$ cat src/pulse_timer_pkg.sv
package pulse_timer_pkg;
  // register offsets on the plain register port
  localparam logic [3:0] OFS_CTRL = 4'h0;
  localparam logic [3:0] OFS_MODE = 4'h1;
  localparam logic [3:0] OFS_TIMER = 4'h2;
  localparam logic [3:0] OFS_IRQ = 4'h3;
  // field positions
  localparam int CTRL_START_BIT = 0;
  localparam int MODE_OP_LSB = 0;
  localparam int MODE_SEL_LSB = 2;
  localparam int MODE_OVF_BIT = 5;
  localparam int MODE_SRC_LSB = 6;
  localparam int IRQ_REQ_BIT = 0;
  // reset values
  localparam logic START_RST = 1'b0;
  localparam logic OVF_RST = 1'b1;
  localparam logic IRQ_RST = 1'b0;
  localparam logic [15:0] CNT_RST = 16'h0000;
  localparam logic [15:0] RELOAD_RST = 16'h0000;
  localparam logic [1:0] OP_RST = 2'h0;
  localparam logic [1:0] SEL_RST = 2'h0;
  localparam logic [1:0] SRC_RST = 2'h0;
  // fixed counter values
  localparam logic [15:0] CNT_ZERO = 16'h0000;
  localparam logic [15:0] CNT_ALL_ONES = 16'hFFFF;
  // operating modes
  localparam logic [1:0] OP_TIMER = 2'h0;
  localparam logic [1:0] OP_EVENT = 2'h1;
  localparam logic [1:0] OP_MEASURE = 2'h2;
  // edge selection, shared by event counting and measurement
  localparam logic [1:0] SEL_FALL = 2'h0;
  localparam logic [1:0] SEL_RISE = 2'h1;
  localparam logic [1:0] SEL_BOTH = 2'h2;
  // count source selection
  localparam logic [1:0] SRC_MAIN_DIV1 = 2'h0;
  localparam logic [1:0] SRC_MAIN_DIV8 = 2'h1;
  localparam logic [1:0] SRC_MAIN_DIV32 = 2'h2;
  localparam logic [1:0] SRC_SUB_DIV32 = 2'h3;
  // divider terminal counts
  localparam logic [2:0] DIV8_LAST = 3'h7;
  localparam logic [4:0] DIV32_LAST = 5'h1F;
  // measurement sequencing
  typedef enum logic [2:0] {
    MS_IDLE = 3'b001,
    MS_ARMED = 3'b010,
    MS_RUN = 3'b100
  } meas_state_t;
endpackage

$ cat src/pulse_period_width_timer.sv
// Overview of operation
// - start flag set makes counter advance per tick, or per counted edge in event mode
// - tick from main div 1/8/32 or sub div 32
// - mode picks period fall/rise or width edges
// - first edge clears counter, no interrupt
// - later edges capture, request, clear counter
// - capture and overflow both set request bit
// - mode write while started clears overflow
// - software never sets the overflow flag
// - overflow flag reads one after reset
// - counter not cleared at start, early overflow
// - changed measure select after start sets request
// - same measure select value leaves request alone
// - start flag resets to zero; load first
// - live count read, reload moment reads FFFF
// - halted write then read returns written value in timer and event modes
// - counter, reload, timer register sixteen bits
// - measure read gives captured result
// - timer register writes ignored when measuring
//
// Decided for this implementation: the placing of the registers and strobed register access.
`timescale 1ns/100ps
`default_nettype none
module pulse_period_width_timer
  import pulse_timer_pkg::*;
(
  // clock and reset
  input wire logic sys_clk,
  input wire logic rst_n,
  // register port
  input wire logic [3:0] reg_addr,
  input wire logic [15:0] reg_wdata,
  input wire logic reg_wr,
  input wire logic reg_rd,
  output logic [15:0] reg_rdata_r,
  // pins
  input wire logic pulse_measure_input,
  input wire logic sub_clock_pin,
  // interrupt request bit, level
  output logic irq_request_r
);
  logic start_r; // count start flag
  logic [1:0] op_r; // operating mode
  logic [1:0] sel_r; // edge select
  logic [1:0] src_r; // count source
  logic ovf_r; // overflow flag
  logic [15:0] cnt_r;
  logic [15:0] reload_r; // reload / capture register
  meas_state_t mstate_r; // measurement sequencing
  logic pin_s1_r, pin_s2_r; // pin synchroniser
  logic pin_d_r; // previous synced level, event edges
  logic smp_r; // level sampled at the last tick
  logic tick; // count source tick
  logic wr_ctrl, wr_mode, wr_timer, wr_irq;
  logic measuring; // started in measurement mode
  logic meas_edge; // effective edge on a tick
  logic capture; // edge that copies the count
  logic ev_edge; // counted edge in event mode
  logic reload_evt; // underflow reload this cycle
  logic ovf_evt; // measurement counter overflow
  logic sel_change; // select bits rewritten differently
  logic [15:0] rd_nxt;

  //////////////////////////////////////////////////////////////////
  // count source
  count_source_gen u_src (
    .sys_clk(sys_clk),
    .rst_n(rst_n),
    .src_sel(src_r),
    .sub_clock_pin(sub_clock_pin),
    .tick_r(tick)
  );

  //////////////////////////////////////////////////////////////////
  // pin synchroniser; logic reads the second and third flops, never the first
  always_ff @(posedge sys_clk or negedge rst_n) begin
    if (!rst_n) begin
      pin_s1_r <= 1'b0;
      pin_s2_r <= 1'b0;
      pin_d_r <= 1'b0;
    end else begin
      pin_s1_r <= pulse_measure_input;
      pin_s2_r <= pin_s1_r;
      pin_d_r <= pin_s2_r;
    end
  end

  // tick-aligned sample keeps captures on counter steps
  always_ff @(posedge sys_clk or negedge rst_n) begin
    if (!rst_n) begin
      smp_r <= 1'b0;
    end else if (tick) begin
      smp_r <= pin_s2_r;
    end
  end

  //////////////////////////////////////////////////////////////////
  // decode and event terms
  assign wr_ctrl = reg_wr & (reg_addr == OFS_CTRL);
  assign wr_mode = reg_wr & (reg_addr == OFS_MODE);
  assign wr_timer = reg_wr & (reg_addr == OFS_TIMER);
  assign wr_irq = reg_wr & (reg_addr == OFS_IRQ);
  assign measuring = start_r & (op_r == OP_MEASURE);

  // effective edge by selected measurement mode
  always_comb begin
    meas_edge = 1'b0;
    ev_edge = 1'b0;
    unique case (sel_r)
      SEL_FALL: begin
        meas_edge = smp_r & ~pin_s2_r;
        ev_edge = pin_d_r & ~pin_s2_r;
      end
      SEL_RISE: begin
        meas_edge = ~smp_r & pin_s2_r;
        ev_edge = ~pin_d_r & pin_s2_r;
      end
      SEL_BOTH: begin
        meas_edge = smp_r ^ pin_s2_r;
        ev_edge = pin_d_r ^ pin_s2_r;
      end
      default: begin
        // reserved select code counts nothing
        meas_edge = 1'b0;
        ev_edge = 1'b0;
      end
    endcase
    meas_edge = meas_edge & tick & measuring;
    ev_edge = ev_edge & start_r & (op_r == OP_EVENT);
  end

  assign capture = meas_edge & (mstate_r == MS_RUN);
  // an edge in the same tick wins: the count is captured, not wrapped
  assign ovf_evt = measuring & tick & ~meas_edge & (cnt_r == CNT_ALL_ONES);
  assign reload_evt = (cnt_r == CNT_ZERO) & start_r &
                      (((op_r == OP_TIMER) & tick) | ev_edge);
  assign sel_change = wr_mode & measuring &
                      (reg_wdata[MODE_SEL_LSB +: 2] != sel_r);

  //////////////////////////////////////////////////////////////////
  // control register
  always_ff @(posedge sys_clk or negedge rst_n) begin
    if (!rst_n) begin
      start_r <= START_RST;
    end else if (wr_ctrl) begin
      start_r <= reg_wdata[CTRL_START_BIT];
    end
  end

  // mode register fields
  always_ff @(posedge sys_clk or negedge rst_n) begin
    if (!rst_n) begin
      op_r <= OP_RST;
      sel_r <= SEL_RST;
      src_r <= SRC_RST;
    end else if (wr_mode) begin
      op_r <= reg_wdata[MODE_OP_LSB +: 2];
      sel_r <= reg_wdata[MODE_SEL_LSB +: 2];
      src_r <= reg_wdata[MODE_SRC_LSB +: 2];
    end
  end

  // overflow flag: only hardware sets it, set beats the clearing write
  always_ff @(posedge sys_clk or negedge rst_n) begin
    if (!rst_n) begin
      ovf_r <= OVF_RST;
    end else if (ovf_evt) begin
      ovf_r <= 1'b1;
    end else if (wr_mode & start_r) begin
      ovf_r <= 1'b0;
    end
  end

  // interrupt request bit; software clears by writing zero
  always_ff @(posedge sys_clk or negedge rst_n) begin
    if (!rst_n) begin
      irq_request_r <= IRQ_RST;
    end else if (capture | ovf_evt | sel_change | reload_evt) begin
      irq_request_r <= 1'b1;
    end else if (wr_irq & ~reg_wdata[IRQ_REQ_BIT]) begin
      irq_request_r <= 1'b0;
    end
  end

  //////////////////////////////////////////////////////////////////
  // measurement sequencing
  always_ff @(posedge sys_clk or negedge rst_n) begin
    if (!rst_n) begin
      mstate_r <= MS_IDLE;
    end else if (!measuring) begin
      mstate_r <= MS_IDLE;
    end else begin
      unique case (mstate_r)
        MS_IDLE: mstate_r <= MS_ARMED;
        MS_ARMED: begin
          if (meas_edge) begin
            mstate_r <= MS_RUN;
          end
        end
        MS_RUN: mstate_r <= MS_RUN;
      endcase
    end
  end

  // counter; never cleared at start, so its first value is stale
  always_ff @(posedge sys_clk or negedge rst_n) begin
    if (!rst_n) begin
      cnt_r <= CNT_RST;
    end else if (!start_r) begin
      if (wr_timer & (op_r != OP_MEASURE)) begin
        cnt_r <= reg_wdata;
      end
    end else if (op_r == OP_MEASURE) begin
      if (meas_edge) begin
        cnt_r <= CNT_ZERO;
      end else if (tick) begin
        cnt_r <= cnt_r + 16'h0001;
      end
    end else if (reload_evt) begin
      cnt_r <= reload_r;
    end else if (((op_r == OP_TIMER) & tick) | ev_edge) begin
      cnt_r <= cnt_r - 16'h0001;
    end
  end

  // reload register; the first edge leaves it stale on purpose
  always_ff @(posedge sys_clk or negedge rst_n) begin
    if (!rst_n) begin
      reload_r <= RELOAD_RST;
    end else if (capture) begin
      reload_r <= cnt_r;
    end else if (wr_timer & (op_r != OP_MEASURE)) begin
      reload_r <= reg_wdata;
    end
  end

  //////////////////////////////////////////////////////////////////
  // read path; answer stands one cycle after the strobe only
  always_comb begin
    rd_nxt = 16'h0000;
    unique case (reg_addr)
      OFS_CTRL: rd_nxt[CTRL_START_BIT] = start_r;
      OFS_MODE: begin
        rd_nxt[MODE_OP_LSB +: 2] = op_r;
        rd_nxt[MODE_SEL_LSB +: 2] = sel_r;
        rd_nxt[MODE_OVF_BIT] = ovf_r;
        rd_nxt[MODE_SRC_LSB +: 2] = src_r;
      end
      OFS_TIMER: begin
        if (op_r == OP_MEASURE) begin
          rd_nxt = reload_r;
        end else if (reload_evt) begin
          rd_nxt = CNT_ALL_ONES;
        end else begin
          rd_nxt = cnt_r;
        end
      end
      OFS_IRQ: rd_nxt[IRQ_REQ_BIT] = irq_request_r;
      default: rd_nxt = 16'h0000; // unmapped reads zero
    endcase
  end

  always_ff @(posedge sys_clk or negedge rst_n) begin
    if (!rst_n) begin
      reg_rdata_r <= 16'h0000;
    end else if (reg_rd) begin
      reg_rdata_r <= rd_nxt;
    end else begin
      reg_rdata_r <= 16'h0000;
    end
  end

  //////////////////////////////////////////////////////////////////
  // checks beside the logic
  a_timer_downcount: assert property (
    @(posedge sys_clk) disable iff (!rst_n)
    start_r && op_r == OP_TIMER && tick && cnt_r != CNT_ZERO && !wr_timer
      |=> cnt_r == $past(cnt_r) - 16'h0001)
    else $error("timer did not count down on tick");

  a_first_edge_clear: assert property (
    @(posedge sys_clk) disable iff (!rst_n)
    mstate_r == MS_ARMED && meas_edge && !wr_ctrl && !wr_mode
      |=> cnt_r == CNT_ZERO && mstate_r == MS_RUN)
    else $error("first edge did not clear counter");

  a_capture_copy: assert property (
    @(posedge sys_clk) disable iff (!rst_n)
    capture |=> reload_r == $past(cnt_r) && cnt_r == CNT_ZERO && irq_request_r)
    else $error("capture did not copy and clear");

  a_overflow_request: assert property (
    @(posedge sys_clk) disable iff (!rst_n)
    ovf_evt |=> ovf_r && irq_request_r)
    else $error("overflow did not raise flag and request");

  a_mode_write_clear: assert property (
    @(posedge sys_clk) disable iff (!rst_n)
    wr_mode && start_r && !ovf_evt |=> !ovf_r)
    else $error("mode write did not clear overflow");

  a_ovf_only_hw: assert property (
    @(posedge sys_clk) disable iff (!rst_n)
    $rose(ovf_r) |-> $past(ovf_evt))
    else $error("overflow flag set without overflow");

  a_sel_change_req: assert property (
    @(posedge sys_clk) disable iff (!rst_n)
    sel_change ##1 !(wr_irq && !reg_wdata[IRQ_REQ_BIT]) |-> irq_request_r)
    else $error("select change did not request");

  a_reload_all_ones: assert property (
    @(posedge sys_clk) disable iff (!rst_n)
    reg_rd && reg_addr == OFS_TIMER && op_r != OP_MEASURE && reload_evt
      |=> reg_rdata_r == CNT_ALL_ONES ##1 reg_rdata_r == 16'h0000 || $past(reg_rd))
    else $error("read at reload did not give all ones");

  a_measure_no_write: assert property (
    @(posedge sys_clk) disable iff (!rst_n)
    op_r == OP_MEASURE && wr_timer && !capture && !wr_mode |=> $stable(reload_r))
    else $error("timer write took effect while measuring");

  a_edge_on_tick: assert property (
    @(posedge sys_clk) disable iff (!rst_n)
    meas_edge |-> tick && measuring)
    else $error("edge seen off a tick");
endmodule
`default_nettype wire

$ cat src/count_source_gen.sv
`timescale 1ns/100ps
`default_nettype none
module count_source_gen
  import pulse_timer_pkg::*;
(
  // clock and reset
  input wire logic sys_clk,
  input wire logic rst_n,
  // selection and secondary clock pin
  input wire logic [1:0] src_sel,
  input wire logic sub_clock_pin,
  // one-cycle count tick
  output logic tick_r
);
  logic [4:0] main_div_r; // free-running main clock divider
  logic [4:0] sub_div_r; // counts secondary clock rising edges
  logic sub_s1_r, sub_s2_r, sub_s3_r; // synchroniser plus edge stage
  logic sub_edge; // rising edge of synced secondary clock
  logic tick_nxt;

  //////////////////////////////////////////////////////////////////
  // secondary clock is a foreign level: two flops before any logic
  always_ff @(posedge sys_clk or negedge rst_n) begin
    if (!rst_n) begin
      sub_s1_r <= 1'b0;
      sub_s2_r <= 1'b0;
      sub_s3_r <= 1'b0;
    end else begin
      sub_s1_r <= sub_clock_pin;
      sub_s2_r <= sub_s1_r;
      sub_s3_r <= sub_s2_r;
    end
  end

  assign sub_edge = sub_s2_r & ~sub_s3_r;

  // dividers run always so a source switch needs no restart
  always_ff @(posedge sys_clk or negedge rst_n) begin
    if (!rst_n) begin
      main_div_r <= 5'h00;
      sub_div_r <= 5'h00;
    end else begin
      main_div_r <= main_div_r + 5'h01;
      if (sub_edge) begin
        sub_div_r <= sub_div_r + 5'h01;
      end
    end
  end

  // pick the tick; the secondary clock must be well below half sys_clk
  always_comb begin
    unique case (src_sel)
      SRC_MAIN_DIV1: tick_nxt = 1'b1;
      SRC_MAIN_DIV8: tick_nxt = (main_div_r[2:0] == DIV8_LAST);
      SRC_MAIN_DIV32: tick_nxt = (main_div_r == DIV32_LAST);
      SRC_SUB_DIV32: tick_nxt = sub_edge & (sub_div_r == DIV32_LAST);
    endcase
  end

  always_ff @(posedge sys_clk or negedge rst_n) begin
    if (!rst_n) begin
      tick_r <= 1'b0;
    end else begin
      tick_r <= tick_nxt;
    end
  end
endmodule
`default_nettype wire

$ cat config.mk
export PLATFORM = sky130hd
export DESIGN_NAME = pulse_period_width_timer
export DESIGN_NICKNAME = d
export VERILOG_FILES = /design/src/pulse_timer_pkg.sv /design/src/pulse_period_width_timer.sv /design/src/count_source_gen.sv
export SDC_FILE = /design/constraint.sdc
export NUM_CORES = 1
export LEC_CHECK = 0
export ABC_CLOCK_PERIOD_IN_PS = 2120
export BUFFER_PORTS_ARGS = -buffer_cell sky130_fd_sc_hd__buf_2
export CORE_MARGIN = 4
export CORE_UTILIZATION = 40
export CTS_CLUSTER_SIZE = 40
export DETAILED_ROUTE_END_ITERATION = 12
export GPL_TIMING_DRIVEN = 0
export SKIP_CTS_REPAIR_TIMING = 1
export SLEW_MARGIN = 20
export SYNTH_ARGS = -nofsm -noshare
export SYNTH_HDL_FRONTEND = slang
export SYNTH_HIERARCHICAL = 1
export SYNTH_SLANG_ARGS = --single-unit
export TNS_END_PERCENT = 50
$ cat constraint.sdc
create_clock -name sys_clk -period 2.12 [get_ports sys_clk]
set_clock_uncertainty 0.05 [all_clocks]
set_input_delay 0.106 -clock sys_clk [delete_from_list [all_inputs] [get_ports sys_clk]]
set_output_delay 0.106 -clock sys_clk [all_outputs]
set_load 0.02 [all_outputs]
==> impl_metrics.yaml, run 1 <==
sta:
  hold_viol_final: 0
  hold_slack_ps: 0.590
  setup_ws_ps: -228
  worst_pin_slew_ps: 761
  slew_viol_final: 0
  fin_crit_sh_pct: 111
  setup_tns_ps: -4100
  setup_violations: 45
  rsz0062_at_grt: "yes"
  min_period_ps: 2350
  max_freq_mhz: 426
  max-slew-margin-rel_pct: 49.1
worst_hold_path:
  min_path_type: "in -> reg"
  hold_depth: 3
  hp-start: "reg_wdata[0]"
  whs_endpoint: "reload_r[0]"
logic_synthesis:
  synth-edff-count: 0
  netlist_instances: 489
  syn_area_um2: 4470
  synthArstFlopShare_pct: 100
  ys_seq_elements: 78
  yosys_warnings: 6
  synthFlopType: "dfrtp_1"
  yosysSeqAreaShare_pct: 43.7
  synth.avg_cell_area_um2: 9.14
  synth_cell_type_count: 60
  syn_nets: 527
layout:
  regArea_um2: 1960
  design_area_um2: 6030
  num-fill-cells: 994
  area_growth_pct: 34.8
  num-nets-final: 639
  final_util_pct: 55.4
  drive_above_1_share_pct: 33.3
  multiInputGateArea_um2: 2570
  finalNonFillerCells: 746
  diodes: 0
placement:
  dpl_cell_area_um2: 4910
  hpwlAfterDp_um: 9000
  placedCellCount: 672
  pre_cts_slack_ps: -477
  port_buffers: 42
  gp_congestion: 0.934
global_route:
  track_usage_pct: 20.3
  grt_pass1_vias: 3865
  grt_util_met2_pct: 32.0
  grt_pass1_wl_um: 20700
  grt_use_met3_pct: 3.50
  grt_overflow: 0
  grt_max_degree: 53
  met1_usage_pct: 29.1
  antenna_found_initial: 0
  busiest_layer: "met2"
power:
  irDropWorstVdd_mv: 0.594
  power_mw: 5.96
  power_density_nw_per_um2: 988
  cellLeakagePower_nw: 2.74
clocking:
  clockRootBuffer: "clkbuf_8"
  path_clk_slew_ps: 90
  cts.sinks: 78
  clock_latency_ps: 370
  clockBufferDepth: 2
  cts_tree: "built"
  cts_made_buffers: 9
  htreeDepth: 3
die:
  core_um2: 10900
  io-pin-count: 43
  die_w_um: 114
  num_rows: 38
  dieArea_um2: 12900
  die_h_um: 114
  initial_core_util_pct: 41.1
detailed_routing:
  via_per_inst: 5.59
  wirelength_um: 13600
  vias: 4169
  first_pass_iters: 6
  drc: 0
  drt_iter0_drc: 278
  wl_per_cell_um: 18.3
  ant_nets: 0
critical_path:
  reg2regPathDepth: 7
  startpoint_type: "register"
  path_max_fanout: 6
  r2r_setup_slack_ps: -230
  crit_required_ps: 2310
  path_class: "reg -> reg"
  crit_buf_inv: 1
  cp.arrival_ps: 2540
  r2r_start: "cnt_r[6]"
  crit_path_cell_trace: "or4_4, nor4b_4, buf_4, nand4_4, mux2_4, nand2_2, a31oi_1"
  crit_family: "simple AND/OR/NAND/NOR gates"
  critPathMaxStageDelay_ps: 580
  critPathCaptureType: "register"
  timing.rr.end: "cnt_r[12]"
  critPathSlowestCell: "or4_4"
run_status:
  status: "finished, violations left"
  violations: "negative setup slack"
run:
  drv_cap: 0
logic make-up (layout without fill, tap and decap cells):
kind of cell	count (synthesis)	after routing	share of synthesized area (%)
mux	12	12	3.19
compound gates	116	116	17.4
flops	78	78	43.7
buf+inv	55	172	5.29
xor+xnor	24	24	4.87
simple gates	192	192	22.2
fa+ha+maj	12	12	3.36
worst max-delay path by stage:
stage	from	end	slack, ps	cells after the start
4_1_cts	op_r[0]	reload_r[5]	-500	8
6_report	cnt_r[6]	cnt_r[12]	-230	7
3_3_place_gp	op_r[0]	reload_r[1]	-430	8
2_1_floorplan	cnt_r[0]	cnt_r[12]	10	9
3_5_place_dp	op_r[0]	reload_r[14]	-480	8
5_1_grt	cnt_r[8]	cnt_r[12]	-300	8
flip-flops by register name, summed over array words and instances (netlist names), 2 cells and up:
signal,count
sel_r,2
u_src/main_div_r,5
cnt_r,16
u_src/sub_div_r,5
src_r,2
reg_rdata_r,16
reload_r,16
op_r,2
mstate_r,3
report_power, final:
group	switching (mW)	total, mW	internal (mW)
sequential	0.348	2.17	1.83
combinational	1.53	2.71	1.18
clock	0.614	1.08	0.463
layout by cell type, fill, tap and decap left out, types with 8 or more instances in the layout:
| cell | instances |
|---|---|
| a31oi_1 | 9 |
| xnor2_1 | 16 |
| buf_6 | 11 |
| nand3_1 | 14 |
| clkbuf_1 | 8 |
| inv_1 | 12 |
| and3_1 | 9 |
| a21oi_1 | 11 |
| clkbuf_8 | 10 |
| clkbuf_2 | 8 |
| dfrtp_1 | 75 |
| nand2_2 | 12 |
| a22oi_1 | 28 |
| mux2_2 | 9 |
| o21ai_0 | 21 |
| dlygate4sd3_1 | 18 |
| ha_1 | 10 |
| buf_2 | 46 |
| buf_4 | 38 |
| nor2_1 | 31 |
| nand2_1 | 58 |
synth_stat cells (all sizes together) (2+ instances only):
cell type / instances / area share, %
a21boi: 3 / 0.50
a21oi: 15 / 1.7
a22oi: 28 / 4.7
a31oi: 10 / 1.4
and2: 4 / 0.56
and3: 9 / 1.3
buf: 16 / 2.0
clkbuf: 23 / 1.9
dfrtp: 76 / 43
dfstp: 2 / 1.2
ha: 12 / 3.4
inv: 15 / 1.3
mux2: 12 / 3.2
nand2: 72 / 6.2
nand2b: 7 / 0.98
nand3: 14 / 1.6
nand3b: 4 / 0.67
nand4: 9 / 1.5
nor2: 33 / 2.8
nor2b: 7 / 1.1
nor3: 12 / 1.7
nor3b: 4 / 0.67
nor4: 5 / 0.70
nor4b: 2 / 0.73
o211ai: 7 / 1.2
o21ai: 28 / 3.1
o221ai: 8 / 1.6
o2bb2ai: 2 / 0.39
o32ai: 6 / 1.2
or2: 3 / 0.42
or3: 3 / 0.42
xnor2: 17 / 3.5
xor2: 7 / 1.4
layout make-up:
type	instances	area share [%]
multi-input combinational	356	42.7
timing repair buffer	105	13.6
clock inverter	6	0.747
inverter	16	1.08
buffer	35	4.21
clock buffer	10	2.28
tap	140	2.91
sequential	78	32.4
layer usage:
layer,vias to the layer above,routed length (µm)
met5,-,0
met3,21,741
li1,1977,-
met1,2024,6200
met4,0,220
met2,147,6450
tightest hold or removal path: cells and delay by family:
family	cells	cell delay (ps)
simple gates	1	60
buf+inv	1	140
compound gates	1	80
Power figures use the tool's default switching activity.
==> inputs of run 2 (changes only) <==
- REMOVE_ABC_BUFFERS: default -> 1
==> run 2 against run 1 <==
Compared with the run above: the flow still finishes with violations (negative setup slack); non-clock buffer count fell by 33; clock power is essentially flat; routed wire length shrank 1.7%; combinational power shrank 17%; die area stayed put; core utilization fell by 1.8 points; maximum frequency fell by 1.2%; critical path type unchanged; cell count shrank 3.9%; first-iteration DRC count increased by 70%.
==> impl_metrics.yaml, run 2 (synthesis gave the netlist of run 1 again) <==
run_status:
  status: "finished, violations left"
  violations: "negative setup slack"
die:
  io-pin-count: 43
  num_rows: 38
  die_w_um: 114
  dieArea_um2: 12900
  core_um2: 10900
  die_h_um: 114
  initial_core_util_pct: 41.1
placement:
  port_buffers: 42
  gp_congestion: 0.905
  hpwlAfterDp_um: 7710
  pre_cts_slack_ps: -1580
  dpl_cell_area_um2: 4720
global_route:
  grt_pass1_wl_um: 18800
  grt_pass1_vias: 3605
  grt_overflow: 0
  antenna_found_initial: 0
  grt_max_degree: 52
  track_usage_pct: 18.3
layout:
  num-nets-final: 610
  layout.cells.most_common: "dfrtp_1"
  drive_above_1_share_pct: 32.4
  top_regs: "cnt_r x16, reg_rdata_r x16, reload_r x16"
  diodes: 0
  area_growth_pct: 30.4
  design_area_um2: 5830
  layout_common_cells: "dfrtp_1, nand2_1, buf_2"
clocking:
  htreeDepth: 3
  clockRootBuffer: "clkbuf_8"
  clock_latency_ps: 380
  cts_made_buffers: 9
  path_clk_slew_ps: 90
  clockBufferDepth: 2
  cts_tree: "built"
  cts.sinks: 78
detailed_routing:
  first_pass_iters: 5
  via_per_inst: 5.76
  wirelength_um: 13400
  wl_per_cell_um: 18.7
  drt_iter0_drc: 472
  ant_nets: 0
  drc: 0
  vias: 4132
sta:
  hold_slack_ps: 13.6
  fin_crit_sh_pct: 112
  max_freq_mhz: 421
  setup_violations: 42
  min_period_ps: 2380
  max-slew-margin-rel_pct: 30.1
  slew_viol_final: 0
  setup_ws_ps: -256
  rsz0062_at_grt: "yes"
  worst_pin_slew_ps: 1030
  hold_viol_final: 0
worst_hold_path:
  whs_endpoint: "reg_rdata_r[0]"
  min_path_type: "in -> reg"
  hold_depth: 4
  hp-start: "reg_addr[2]"
critical_path:
  startpoint_type: "register"
  r2r_setup_slack_ps: -260
  crit_required_ps: 2310
  critPathMaxStageDelay_ps: 580
  critPathSlowestCell: "or4_4"
  path_max_fanout: 8
  path_class: "reg -> reg"
  r2r_start: "cnt_r[6]"
  timing.rr.end: "cnt_r[12]"
  crit_path_cell_trace: "or4_4, nor4b_4, buf_4, nand4_4, buf_12, mux2_2, nand2_1, a31oi_1"
  critPathCaptureType: "register"
  cp.arrival_ps: 2570
  reg2regPathDepth: 8
run:
  drv_cap: 0
power:
  irDropWorstVdd_mv: 0.551
  power_density_nw_per_um2: 996
  cellLeakagePower_nw: 2.59
## run 2: cell types whose count changed in the layout (fill, tap and decap cells not counted), sizes merged
| cell | before | now |
|---|---|---|
| buf | 102 | 85 |
| clkinv | 2 | 3 |
| clkbuf | 30 | 11 |
| and3 | 9 | 10 |
| o21bai | 1 | 2 |
| inv | 17 | 18 |
| dlygate4sd3 | 18 | 20 |
| a22o | 1 | 3 |
| clkinvlp | 3 | 2 |
## run 2: worst max-delay path: cells and delay by family (launching register included)
family,cells,cell delay (ps)
AOI/OAI and AO/OA,1,80
DFF,1,470
muxes,1,260
and+or+nand+nor,4,1010
buffers and inverters,2,370
## run 2: power breakdown
part	leakage, nW	internal, mW	switching [mW]
Sequential	0.960	1.84	0.630
Clock	0.0906	0.439	0.634
Combinational	1.54	1.09	1.17
Total	2.59	3.38	2.43
## run 2: per-layer routing
layer  part of all wire [%]  GRT usage, %  vias up
met5                      0             0        -
met4                    1.6          5.37        0
met3                    7.5          4.67       22
met2                     47          28.5      175
met1                     44          25.1     2018
li1                       -             -     1917
## run 2: worst max path at each step
stage / startpoint / endpoint / depth (start not counted)
final: cnt_r[6] / cnt_r[12] / 8
after global routing: cnt_r[4] / cnt_r[13] / 7
after CTS: op_r[0] / cnt_r[2] / 6
after detailed placement: op_r[0] / cnt_r[2] / 6
after global placement: op_r[0] / cnt_r[7] / 6
after floorplan: op_r[0] / cnt_r[10] / 5
## run 2: area by class of cell
type,count,area (µm²)
Clock buffer,9,124
Clock inverter,7,56.3
Fill cell,1007,5060
Inverter,16,63.8
Multi-Input combinational cell,360,2590
Sequential cell,78,1970
Tap cell,140,175
Timing Repair Buffer,107,852
## run 2: stage by stage
stage | setup TNS (ps) | utilization (%) | total power [mW] | cells
4_1_cts | -48920 | 45.0 | 5.09 | 649
2_1_floorplan | -7970 | - | 3.49 | 450
6_report | -3860 | 53.5 | 5.81 | 717
3_5_place_dp | -46590 | 43.3 | 4.01 | 633
3_3_place_gp | -49000 | 43.0 | 3.95 | 632
5_1_grt | -7580 | 53.5 | 6.17 | 717
==> inputs of run 3 (changes only) <==
- RECOVER_POWER: default -> 100
==> run 3 against run 2 <==
Compared with the run above: hold slack lost 8.0 ps; the run still ends with negative setup slack left; maximum frequency fell by 0.25%; largest cell class unchanged; sequential share of layout area increased by 0.36 points; count of clock-buffer cells in the layout did not move; critical path type unchanged; global-route usage stayed put; critical endpoint unchanged; cell count stayed put; final area down 1.1%; sequential cell count did not move; setup slack got worse by 6.0 ps; combinational power is essentially flat; clock power hardly changed.
==> impl_metrics.yaml, run 3 (synthesis gave the netlist of run 1 again) <==
run_status:
  status: "finished, violations left"
  violations: "negative setup slack"
die:
  dieArea_um2: 12900
  initial_core_util_pct: 41.1
  core_um2: 10900
  num_rows: 38
  die_h_um: 114
  io-pin-count: 43
  die_w_um: 114
sta:
  setup_tns_ps: -4360
  hold_viol_final: 0
  max-slew-margin-rel_pct: 29.7
  slew_viol_final: 0
  min_period_ps: 2380
  fin_crit_sh_pct: 112
  worst_pin_slew_ps: 1040
  max_freq_mhz: 420
  hold_slack_ps: 5.58
  setup_ws_ps: -262
  rsz0062_at_grt: "yes"
  setup_violations: 46
global_route:
  grt_pass1_vias: 3605
  antenna_found_initial: 0
  grt_overflow: 0
  grt_pass1_wl_um: 18800
  grt_max_degree: 52
  track_usage_pct: 18.3
placement:
  port_buffers: 42
  hpwlAfterDp_um: 7710
  gp_congestion: 0.905
  placedCellCount: 633
  dpl_cell_area_um2: 4720
layout:
  diodes: 0
  area_growth_pct: 28.9
  top_regs: "cnt_r x16, reg_rdata_r x16, reload_r x16"
  design_area_um2: 5760
  layout.cells.most_common: "dfrtp_1"
  num-nets-final: 610
  layout_common_cells: "dfrtp_1, nand2_1, buf_4"
  finalNonFillerCells: 717
  drive_above_1_share_pct: 28.6
power:
  internal-power_mw: 3.35
  power_mw: 5.79
  power_frac_comb_pct: 38.6
  pwr-share-seq_pct: 42.7
  p_switching_mw: 2.43
  clockPowerShare_pct: 18.7
  cellLeakagePower_nw: 2.50
  switching_share_pct: 42.1
  irDropWorstVdd_mv: 0.531
  power_density_nw_per_um2: 1000
critical_path:
  cp.arrival_ps: 2580
  r2r_start: "cnt_r[7]"
  path_max_fanout: 7
  critPathCaptureType: "register"
  reg2regPathDepth: 8
  r2r_setup_slack_ps: -260
  startpoint_type: "register"
  timing.rr.end: "cnt_r[12]"
  crit_required_ps: 2310
  path_class: "reg -> reg"
detailed_routing:
  drt_iter0_drc: 418
  via_per_inst: 5.76
  drc: 0
  ant_nets: 0
  first_pass_iters: 6
  wl_per_cell_um: 18.7
  vias: 4127
  wirelength_um: 13400
worst_hold_path:
  min_path_type: "in -> reg"
  whs_endpoint: "reg_rdata_r[0]"
  hp-start: "reg_addr[2]"
  hold_depth: 4
clocking:
  clock_latency_ps: 380
  cts.sinks: 78
  clockRootBuffer: "clkbuf_8"
  cts_tree: "built"
  htreeDepth: 3
  path_clk_slew_ps: 90
  cts_made_buffers: 9
  clockBufferDepth: 2
run:
  drv_cap: 0
-- run 3: critical path: stages (launching register included) --
cell	delay (ps)
dfrtp_2	460
or4_4	590
nor4b_4	220
buf_4	170
nand4_4	150
buf_12	200
mux2_2	260
nand2_1	60
a31oi_1	80
-- run 3: layer usage --
| metal | GRT usage [%] | wire length [µm] | up-vias |
|---|---|---|---|
| met4 | 5.37 | 182 | 0 |
| li1 | - | - | 1916 |
| met2 | 28.5 | 6290 | 163 |
| met1 | 25.1 | 6010 | 2028 |
| met5 | 0 | 0 | - |
| met3 | 4.67 | 898 | 20 |
-- run 3: layout make-up --
class	instances	area, µm²
fillers	1017	5120
flip-flops and latches	78	1970
inverters	16	63.8
multi-input cells	360	2570
clock inverters	7	56.3
repair buffers	107	808
well taps	140	175
clock buffers	9	124
-- run 3: worst max-delay path by stage --
stage | startpoint | endpoint | slack, ps
3_3_place_gp | op_r[0] | cnt_r[7] | -1490
5_1_grt | cnt_r[4] | cnt_r[13] | -350
3_5_place_dp | op_r[0] | cnt_r[2] | -1580
2_1_floorplan | op_r[0] | cnt_r[10] | -500
6_report | cnt_r[7] | cnt_r[12] | -260
4_1_cts | op_r[0] | cnt_r[2] | -1600
-- run 3: through the flow --
| step | utilization (%) | setup WS (ps) |
|---|---|---|
| 6_report | 52.9 | -262 |
| 5_1_grt | 52.9 | -346 |
| 4_1_cts | 45.0 | -1600 |
| 3_5_place_dp | 43.3 | -1580 |
| 3_3_place_gp | 43.0 | -1490 |
| 2_1_floorplan | - | -501 |
-- run 3: power groups by stage --
stage	combinational [mW]	sequential [mW]	clock, mW
after floorplan	1.16	2.33	0
final	2.23	2.47	1.08
after global routing	2.44	2.53	1.16
after global placement	1.45	2.49	0
after CTS	1.50	2.48	1.10
after detailed placement	1.49	2.51	0
